## config.mk

```make
export PLATFORM = sky130hd
export DESIGN_NAME = cswd_ctrl
export DESIGN_NICKNAME = d
export VERILOG_FILES = /design/src/cswd_pkg.sv /design/src/cswd_ctrl.sv
export SDC_FILE = /design/constraint.sdc
export NUM_CORES = 1
export LEC_CHECK = 0
export BUFFER_PORTS_ARGS = -buffer_cell sky130_fd_sc_hd__buf_2
export CAP_MARGIN = 30
export CORE_MARGIN = 2
export CORE_UTILIZATION = 55
export CTS_BUF_LIST = sky130_fd_sc_hd__clkbuf_8 sky130_fd_sc_hd__clkbuf_16
export CTS_CLUSTER_SIZE = 20
export DETAILED_ROUTE_END_ITERATION = 8
export PLACE_DENSITY = 0.8
export SYNTH_ARGS = -nofsm -noshare
export SYNTH_HDL_FRONTEND = slang
export SYNTH_SLANG_ARGS = --single-unit
export TNS_END_PERCENT = 1
```

## constraint.sdc

```tcl
create_clock -name clk_i -period 2.1 [get_ports clk_i]
set_clock_uncertainty 0.15 [all_clocks]
set_input_delay 0.105 -clock clk_i [delete_from_list [all_inputs] [get_ports clk_i]]
set_output_delay 0.105 -clock clk_i [all_outputs]
set_load 0.05 [all_outputs]
```

## src/cswd_pkg.sv

```systemverilog
// cswd_pkg: constants and carriers for the bus sleep, wake-up and
// diagnostic controller. assumes a 200 MHz system clock.
package cswd_pkg;

  // clock
  localparam int unsigned CLK_PERIOD_PS = 5000;

  // wake pattern timing, in their own units
  localparam int unsigned WAKE_MIN_PULSE_NS = 500;
  localparam int unsigned WAKE_MAX_PULSE_US = 500;
  localparam int unsigned WAKE_MAX_GAP_US   = 500;
  localparam int unsigned WAKE_WINDOW_US    = 1000;
  localparam int unsigned WAKE_PULSES       = 3;

  // derived cycle counts: least times round up, longest round down
  localparam int unsigned WAKE_MIN_CYC =
    (WAKE_MIN_PULSE_NS * 1000 + CLK_PERIOD_PS - 1) / CLK_PERIOD_PS;
  localparam int unsigned WAKE_MAX_CYC =
    (WAKE_MAX_PULSE_US * 1000000) / CLK_PERIOD_PS;
  localparam int unsigned WAKE_GAP_CYC =
    (WAKE_MAX_GAP_US * 1000000) / CLK_PERIOD_PS;
  localparam int unsigned WAKE_WIN_CYC =
    (WAKE_WINDOW_US * 1000000) / CLK_PERIOD_PS;

  // diagnostics
  localparam int unsigned DIAG_CONFIRM_CYCLES = 5;

  // register map (word offsets of the plain register port)
  localparam logic [3:0] REG_CTRL   = 4'h0;
  localparam logic [3:0] REG_STATUS = 4'h1;
  localparam logic [3:0] REG_DIAG   = 4'h2;

  // control register fields
  localparam int unsigned CTRL_SLEEP_BIT = 0;
  localparam int unsigned CTRL_WAKE_BIT  = 1;
  localparam logic [7:0]  CTRL_RESET     = 8'h00;

  // status register fields
  localparam int unsigned ST_WAKE_BIT  = 0;
  localparam int unsigned ST_FAIL_BIT  = 1;
  localparam int unsigned ST_UNID_BIT  = 2;
  localparam int unsigned ST_SLEEP_BIT = 3;

  // chip power states
  typedef enum logic [3:0] {
    CSWD_PWR_NORMAL  = 4'h1,
    CSWD_PWR_STANDBY = 4'h2,
    CSWD_PWR_STOP    = 4'h4,
    CSWD_PWR_SLEEP   = 4'h8
  } cswd_pwr_e;

  // bus failure codes
  typedef enum logic [2:0] {
    CSWD_FAIL_NONE     = 3'h0,
    CSWD_FAIL_LO_GND   = 3'h1,
    CSWD_FAIL_HI_GND   = 3'h2,
    CSWD_FAIL_LO_BATT  = 3'h3,
    CSWD_FAIL_HI_BATT  = 3'h4,
    CSWD_FAIL_LO_SUPP  = 3'h5,
    CSWD_FAIL_HI_SUPP  = 3'h6,
    CSWD_FAIL_UNKNOWN  = 3'h7
  } cswd_fail_e;

  // single-ended comparator outputs
  typedef struct packed {
    logic low_line_gnd_comparator;
    logic high_line_gnd_comparator;
    logic low_line_batt_comparator;
    logic high_line_batt_comparator;
    logic low_line_supply_comparator;
    logic high_line_supply_comparator;
  } cswd_cmp_s;

  // register port request
  typedef struct packed {
    logic [3:0] addr;
    logic [7:0] wdata;
    logic       wr;
    logic       rd;
  } cswd_req_s;

endpackage : cswd_pkg

```

## src/cswd_ctrl.sv

```systemverilog
// cswd_ctrl: sleep/active mode control, pattern wake-up detection,
// wake reporting and bus short classification of a bus transceiver.
// assumes all inputs synchronous to clk_i and a single-cycle register
// port with read data one cycle after the read strobe.
`timescale 1ns/1ps

// integration notes
// - the register port never stalls: a write lands on the strobe edge,
//   a read answer stands in the one cycle after the read strobe and the
//   read data port is zero in every other cycle
// - control bit 0 selects bus sleep, bit 1 arms the pattern wake-up;
//   bit 1 alone has no effect while the interface is active
// - the transceiver supply state is deliberately not an input: sleep
//   entry is accepted whether that supply is up or down
// - in bus sleep the drivers, the recessive bias and the normal
//   receiver are all off, so the lines float toward ground; leaving
//   sleep brings the bias, receiver and driver back on the same edge
// - wake timing is counted on clk_i; the defaults assume 5 ns, so a
//   slower clock needs the cycle parameters scaled by the integrator
// - pulse widths exactly on a bound are rejected; the counters saturate
//   so a stuck dominant wake line cannot wrap round into a false pulse
// - one wake event is reported once per sleep period; further patterns
//   are ignored until software returns the interface to active mode
// - the wake flag is sticky: it needs active mode and a status read
//   to clear, and a new wake in the same cycle wins over that read
// - regulator enable and reset release are levels; they drop when the
//   chip power state leaves its deepest sleep
// - the failure flag has no software clear; only reset removes it,
//   which keeps a transient short visible to slow polling software
//
module cswd_ctrl
  import cswd_pkg::*;
#(
  parameter int unsigned MIN_CYC = WAKE_MIN_CYC,
  parameter int unsigned MAX_CYC = WAKE_MAX_CYC,
  parameter int unsigned GAP_CYC = WAKE_GAP_CYC,
  parameter int unsigned WIN_CYC = WAKE_WIN_CYC,
  parameter int unsigned TW      = 18
) (
  // clock and reset
  input  wire logic       clk_i,
  input  wire logic       reset_n_i,
  input  wire logic       clk_en_i,
  // register port
  input  wire cswd_req_s  req_i,
  output logic [7:0]      rdata_o,
  // chip power state
  input  wire cswd_pwr_e  pwr_state_i,
  // host transmit/receive
  input  wire logic       txd_i,
  output logic            rxd_o,
  // bus line front end
  input  wire logic       bus_diff_dominant_i,
  input  wire logic       wake_rx_dominant_i,
  input  wire cswd_cmp_s  cmp_i,
  output logic            drive_dominant_o,
  output logic            bias_recessive_o,
  output logic            rx_enable_o,
  // wake reporting
  output logic            regulator_on_o,
  output logic            mcu_reset_release_o,
  output logic            int_pulse_o
);

  ////////////////////////////////////////////////////////////////////
  // register port decode
  logic [7:0] ctrl;
  logic       sleep_mode;
  logic       wake_en;
  logic       bus_wake_flag;
  logic       fail_flag;
  logic       failure_unidentified_flag;
  cswd_fail_e fail_code;

  wire wr_ctrl = req_i.wr && (req_i.addr == REG_CTRL);
  wire rd_stat = req_i.rd && (req_i.addr == REG_STATUS);
  wire go_active = wr_ctrl && !req_i.wdata[CTRL_SLEEP_BIT];
  wire go_sleep  = wr_ctrl && req_i.wdata[CTRL_SLEEP_BIT];
  wire go_wake_sleep = go_sleep && req_i.wdata[CTRL_WAKE_BIT];

  wire [7:0] status_word = {4'h0, sleep_mode, failure_unidentified_flag,
                            fail_flag, bus_wake_flag};
  wire [7:0] diag_word   = {5'h00, fail_code};
  wire [7:0] next_rdata  =
    !req_i.rd                    ? 8'h00 :
    (req_i.addr == REG_CTRL)     ? ctrl :
    (req_i.addr == REG_STATUS)   ? status_word :
    (req_i.addr == REG_DIAG)     ? diag_word : 8'h00;

  // supply state is not an input: sleep entry never depends on it
  always_ff @(posedge clk_i or negedge reset_n_i) begin
    if (!reset_n_i) begin
      ctrl    <= CTRL_RESET;
      rdata_o <= 8'h00;
    end else if (clk_en_i) begin
      rdata_o <= next_rdata;
      if (wr_ctrl) begin
        ctrl <= req_i.wdata;
      end
    end
  end

  assign sleep_mode = ctrl[CTRL_SLEEP_BIT];
  assign wake_en    = ctrl[CTRL_WAKE_BIT];

  ////////////////////////////////////////////////////////////////////
  // transmit/receive path
  wire next_drive = !sleep_mode && !txd_i;
  wire next_rxd   = sleep_mode ? 1'b1 : !bus_diff_dominant_i;

  always_ff @(posedge clk_i or negedge reset_n_i) begin
    if (!reset_n_i) begin
      drive_dominant_o <= 1'b0;
      bias_recessive_o <= 1'b0;
      rx_enable_o      <= 1'b0;
      rxd_o            <= 1'b1;
    end else if (clk_en_i) begin
      drive_dominant_o <= next_drive;
      bias_recessive_o <= !sleep_mode;
      rx_enable_o      <= !sleep_mode;
      rxd_o            <= next_rxd;
    end
  end

  ////////////////////////////////////////////////////////////////////
  // pattern wake-up: width filter, pulse counter, gap and window timers
  //
  // the wake receiver input is sampled once per clock; a dominant run
  // is measured by width_cnt and judged on its falling edge, or earlier
  // once it has grown too long to ever qualify
  // gap_cnt measures recessive time since the last dominant sample and
  // win_cnt runs from the first accepted pulse of a pattern
  // any rejection, gap overrun or window overrun restarts the pattern
  // from zero; accepting the third pulse raises the internal hit
  // trade-off: the window is checked in every cycle, so a pattern that
  // overruns it by one cycle is lost rather than stretched
  //
  logic [TW-1:0] width_cnt;
  logic [TW-1:0] gap_cnt;
  logic [TW-1:0] win_cnt;
  logic [1:0]    pulse_cnt;
  logic          wake_prev;
  logic          wake_hit;

  function automatic logic [TW-1:0] sat_inc(input logic [TW-1:0] v);
    sat_inc = (&v) ? v : v + 1'b1;
  endfunction

  wire armed     = sleep_mode && wake_en;
  wire pulse_end = wake_prev && !wake_rx_dominant_i;
  wire width_ok  = (width_cnt > TW'(MIN_CYC))
                && (width_cnt < TW'(MAX_CYC));
  wire too_long  = wake_rx_dominant_i && (width_cnt >= TW'(MAX_CYC));
  wire gap_out   = (pulse_cnt != 2'd0) && !wake_rx_dominant_i
                && (gap_cnt > TW'(GAP_CYC));
  wire win_out   = (pulse_cnt != 2'd0)
                && (win_cnt > TW'(WIN_CYC));
  wire reject    = (pulse_end && !width_ok) || too_long;
  wire accept    = pulse_end && width_ok && !gap_out && !win_out;
  wire third     = accept && (pulse_cnt == 2'(WAKE_PULSES - 1));

  always_ff @(posedge clk_i or negedge reset_n_i) begin
    if (!reset_n_i) begin
      width_cnt <= '0;
      gap_cnt   <= '0;
      win_cnt   <= '0;
      pulse_cnt <= 2'd0;
      wake_prev <= 1'b0;
      wake_hit  <= 1'b0;
    end else if (clk_en_i) begin
      if (!armed || go_wake_sleep) begin
        width_cnt <= '0;
        gap_cnt   <= '0;
        win_cnt   <= '0;
        pulse_cnt <= 2'd0;
        wake_prev <= 1'b0;
        // hit survives only while the interface stays asleep
        wake_hit  <= wake_hit && sleep_mode && !go_active;
      end else begin
        wake_prev <= wake_rx_dominant_i;
        width_cnt <= wake_rx_dominant_i ? sat_inc(width_cnt) : '0;
        gap_cnt   <= wake_rx_dominant_i ? '0 : sat_inc(gap_cnt);
        win_cnt   <= (pulse_cnt == 2'd0 && !accept) ? '0 : sat_inc(win_cnt);
        if (reject || gap_out || win_out || third) begin
          pulse_cnt <= 2'd0;
        end else if (accept) begin
          pulse_cnt <= pulse_cnt + 2'd1;
        end
        if (third) begin
          wake_hit <= 1'b1;
        end
      end
    end
  end

  ////////////////////////////////////////////////////////////////////
  // wake reporting by chip power state
  //
  // deepest sleep: regulator on, then reset release one edge later, so
  // the host never leaves reset on an unpowered supply
  // stop: one-cycle interrupt pulse plus the sticky flag
  // normal or standby: the sticky flag alone
  // the flag is set in every state so software can always find the
  // cause after it wakes
  //
  wire wake_rise = third && !wake_hit;
  wire in_sleep  = pwr_state_i == CSWD_PWR_SLEEP;
  wire in_stop   = pwr_state_i == CSWD_PWR_STOP;
  // set wins over the read-to-clear
  wire flag_clr  = rd_stat && !sleep_mode;

  always_ff @(posedge clk_i or negedge reset_n_i) begin
    if (!reset_n_i) begin
      bus_wake_flag       <= 1'b0;
      int_pulse_o         <= 1'b0;
      regulator_on_o      <= 1'b0;
      mcu_reset_release_o <= 1'b0;
    end else if (clk_en_i) begin
      int_pulse_o <= wake_rise && in_stop;
      if (wake_rise) begin
        bus_wake_flag <= 1'b1;
      end else if (flag_clr) begin
        bus_wake_flag <= 1'b0;
      end
      // regulator first, reset release on the next edge
      if (wake_rise && in_sleep) begin
        regulator_on_o <= 1'b1;
      end else if (!in_sleep) begin
        regulator_on_o <= 1'b0;
      end
      mcu_reset_release_o <= regulator_on_o && in_sleep;
    end
  end

  ////////////////////////////////////////////////////////////////////
  // bus short classification
  //
  // the recessive snapshot is taken in active mode whenever the drivers are off with
  // the transmit input high; the dominant half is judged in the last
  // dominant cycle, when the comparators have had the longest to settle
  // a failure seen only in recessive is flagged but stays unidentified,
  // since both lines follow a shorted one while the drivers are off
  // limitation: an idle bus never produces a dominant sample, so the
  // code can only be identified while the host is transmitting
  //
  logic [5:0] rec_snap;
  logic [2:0] same_cnt;
  cswd_fail_e last_code;

  function automatic cswd_fail_e classify(input logic [5:0] r,
                                          input logic [5:0] d);
    // r/d: {lg, hg, lb, hb, l5, h5} in recessive and dominant
    classify = CSWD_FAIL_NONE;
    if (r[5:4] == 2'b00) begin
      classify = (d[5:4] == 2'b01) ? CSWD_FAIL_LO_GND :
                 (d[5:4] == 2'b00) ? CSWD_FAIL_HI_GND :
                 CSWD_FAIL_UNKNOWN;
    end else if (r[3:2] == 2'b11) begin
      classify = (d[3:2] == 2'b11) ? CSWD_FAIL_LO_BATT :
                 (d[3:2] == 2'b01) ? CSWD_FAIL_HI_BATT :
                 CSWD_FAIL_UNKNOWN;
    end else if (r[1:0] == 2'b11) begin
      classify = (d[1:0] == 2'b11) ? CSWD_FAIL_LO_SUPP :
                 (d[1:0] == 2'b01) ? CSWD_FAIL_HI_SUPP :
                 CSWD_FAIL_UNKNOWN;
    end else if (r != 6'h30 || d != 6'h10) begin
      classify = CSWD_FAIL_UNKNOWN;
    end
  endfunction

  wire [5:0] cmp_now   = cmp_i;
  // recessive sample flags a failure early, the line stays unknown
  wire rec_bad = (cmp_now[5:4] != 2'b11) || (cmp_now[3:2] != 2'b00)
              || (cmp_now[1:0] != 2'b00);
  // last dominant cycle: driver on now, transmit input back high
  wire dom_sample = !sleep_mode && txd_i && drive_dominant_o;
  wire rec_sample = !sleep_mode && txd_i && !drive_dominant_o;
  wire cswd_fail_e cyc_code = classify(rec_snap, cmp_now);

  always_ff @(posedge clk_i or negedge reset_n_i) begin
    if (!reset_n_i) begin
      rec_snap  <= 6'h30;
      same_cnt  <= 3'h0;
      last_code <= CSWD_FAIL_NONE;
      fail_code <= CSWD_FAIL_NONE;
      fail_flag <= 1'b0;
      failure_unidentified_flag <= 1'b0;
    end else if (clk_en_i) begin
      if (rec_sample) begin
        rec_snap <= cmp_now;
        if (rec_bad) begin
          fail_flag <= 1'b1;
          if (fail_code == CSWD_FAIL_NONE)
            failure_unidentified_flag <= 1'b1;
        end
      end
      if (dom_sample && !next_drive) begin
        last_code <= cyc_code;
        same_cnt  <= (cyc_code == last_code && same_cnt != 3'h7)
                   ? same_cnt + 3'h1 : 3'h1;
        if (cyc_code != CSWD_FAIL_NONE) begin
          fail_flag <= 1'b1;
        end
        if (cyc_code == last_code && cyc_code != CSWD_FAIL_NONE
            && same_cnt >= 3'(DIAG_CONFIRM_CYCLES - 1)) begin
          fail_code <= cyc_code;
          failure_unidentified_flag <= 1'b0;
        end else if (cyc_code != CSWD_FAIL_NONE) begin
          failure_unidentified_flag <= 1'b1;
        end
      end
    end
  end

endmodule // cswd_ctrl

```

==> run summary <==
Run status: finished, violations left
Failing checks: setup timing
Average routed wire per standard cell: 17.75 um
Global-route met1 utilization: 0.3413
I/O pin cnt: 45
Diode count: 0
Critical path peak fanout: 6
Vias per cell: 6.124
Setup repair after global routing missed its margin: true
Synthesis warning total: 0
1st-iter DRT viols: 402
Fin crit period: 2.265 ns
Routability cong.: 0.9248
Most used DFF post-synth: dfrtp_1
First-pass DRT Iterations: 7
Busiest grt layer: met2
Vias in the first global route: 5452
Largest net degree at the start of global routing: 50
Crit path DAT: 2.41 ns
Area delta synth->final: 28.46%
Root Buffer: clkbuf_8
Setup violations, final: 28
Clk sink count: 98
Num rows: 37
Syn Inst Count: 610
GR Util met2: 0.5055
Total die area: 11120 um2
Mapped Nets: 650
Hold Violations, Final: 0
M3 GR Usage: 0.03958
Total CTS buffers: 9
Worst-Skew Late Latency: 0.37 ns
Syn Std Cell Area: 5663 um2
CTS tree: done
Layout Nets: 796
Share of cells above drive strength 1: 0.2589
Required @ worst endpoint: 2.25 ns
Antenna violations before repair: 0
HP Class: input pin to register
Fin crit share: 1.079
Port-buffer cells: 44
First-pass GRT wire length: 25630 um
Synth async-reset ratio: 1.000
Place WS: -0.2180 ns
Gr ovfl total: 0
Die width: 105.5 um
Syn avg cell area: 9.283 um2
Post-Route WL: 15920 um
Core area: 10140 um2
Worst slew pin tran: 0.6850 ns
CTS clk-pin slew, worst paths: 0.10 ns
Worst Slack Setup Final: -0.1655 ns
VDD IR-drop max: 0.4760 mV
PD cells: 584.5 nW/um2
Slew headroom: 0.5417
MaxCap Viol Count: 0
Number of synthesized register bits: 98
Type of the worst setup path: register to register
Clock buffer depth: 2
Final Max Tran Viols: 0
Die height: 105.5 um
Initial core utilization: 0.5586
Total global routing track utilization: 0.2885
CP Capture Type: register
Fin Hold WS: 0.02176 ns
DRC violations left: 0
Placed wire-length estimate: 10940 um
Startpoint Class: register
Achievable Freq: 441.4 MHz
Seq/Total Area, Yosys: 0.4337
Post-route ant nets: 0
Leakage: 3.124 nW
Vias post-DR: 5493
Synth cell types: 76
H-tree depth: 3
Number of flops mapped to enable cells by yosys: 0
[metal layers]
metal | vias up | wire [um]
li1 | 2539 | -
met1 | 2668 | 6194
met2 | 225 | 8263
met3 | 61 | 772
met4 | 0 | 691
met5 | - | 0
[cells in the mapped netlist (7+ instances only)]
master / number / area share
xor2_1: 21 / 0.032
a211oi_1: 8 / 0.011
nor4_1: 10 / 0.011
nand4_1: 25 / 0.028
and3_1: 14 / 0.015
ha_1: 10 / 0.022
a21oi_1: 16 / 0.014
a31oi_1: 8 / 0.0088
inv_1: 26 / 0.017
or3_1: 7 / 0.0077
nor2_1: 56 / 0.037
nand2_1: 67 / 0.044
mux2_2: 19 / 0.038
mux2i_1: 10 / 0.018
nand3_1: 46 / 0.041
dfrtp_1: 95 / 0.42
o21ai_0: 26 / 0.023
o31ai_1: 10 / 0.013
nor2b_1: 7 / 0.0077
clkbuf_1: 10 / 0.0066
and2_1: 8 / 0.0088
nand3b_1: 9 / 0.012
[layout by cell type (no fill, tap or decap), types with 13 or more instances in the layout]
cell           count
dlygate4sd3_1     30
nor2_1            54
xor2_1            21
nand4_1           25
a21oi_1           15
mux2_2            19
nand2_1           65
buf_2             43
buf_4             74
dfrtp_1           95
inv_1             28
o21ai_0           25
and3_1            13
nand3_1           45
[worst paths after layout]
kind / from / end / slack, ns / cells after the start
worst max-delay path: width_cnt[13] / win_cnt[11] / -0.17 / 8
worst min-delay path: pwr_state_i[1] / regulator_on_o / 0.02 / 4
worst max register to register: width_cnt[13] / win_cnt[11] / -0.17 / 8
worst min register to register: rdata_o[6] / rdata_o[6] / 0.35 / 1
max in group asynchronous: reset_n_i / rxd_o / 1.12 / 3
min in group asynchronous: reset_n_i / width_cnt[14] / 0.05 / 2
[report_power, final]
group          total [mW]  internal (mW)  switching, mW
Sequential           2.13           2.01          0.120
Combinational       0.843          0.374          0.469
Clock                1.27          0.591          0.684
[critical path: stages, from the launching register on]
cell and delay (ns):
dfrtp_1 0.39, or4_4 0.60, a31oi_4 0.19, nand2_2 0.10, buf_6 0.14, o211ai_4 0.23
buf_4 0.19, nand3b_1 0.07, mux2i_1 0.14
[final cells by class]
type / instances / area (um2)
multi-input cells: 467 / 3178
fillers: 716 / 2864
flip-flops and latches: 98 / 2456
repair buffers: 153 / 1165
well taps: 136 / 170.2
clock buffers: 10 / 137.6
inverters: 27 / 101.3
clock inverters: 6 / 66.31
[cells by family (layout without fill, tap and decap cells)]
kind of cell | Yosys count | count (layout) | share of synthesized area
flops | 98 | 98 | 0.4337
mux | 29 | 29 | 0.05546
fa+ha+maj | 10 | 10 | 0.02209
simple gates | 282 | 282 | 0.2603
buf+inv | 45 | 196 | 0.03336
compound gates | 121 | 121 | 0.1564
xor+xnor | 25 | 25 | 0.03867
[stage by stage]
| stage | cell area (um2) | util | total power [mW] | TNS, ns | std cells |
|---|---|---|---|---|---|
| after CTS | 7183 | 0.7085 | 4.232 | -2.272 | 897 |
| after global routing | 7274 | 0.7175 | 4.448 | -6.443 | 897 |
| after floorplan | 5695 | - | 2.610 | -0.9182 | 610 |
| after detailed placement | 6614 | 0.6524 | 2.920 | -3.836 | 849 |
| after global placement | 6614 | 0.6524 | 2.876 | -2.027 | 849 |
| final | 7274 | 0.7175 | 4.252 | -2.603 | 897 |
[flip-flops by register name (all words and copies together) (netlist names), 2 cells and up]
register,flops
ctrl,8
fail_code,3
gap_cnt,18
last_code,3
pulse_cnt,2
rdata_o,8
rec_snap,6
same_cnt,3
width_cnt,18
win_cnt,18
[what timing repair did]
item,CTS,global route
gates resized for setup,12,18
pin swaps,8,6
hold buffers,30,0
endpoints found under the setup margin,32,61
cloned,1,0
buffers inserted,1,0
endpoints found under the hold margin,123,0
Power figures use the tool's default switching activity.
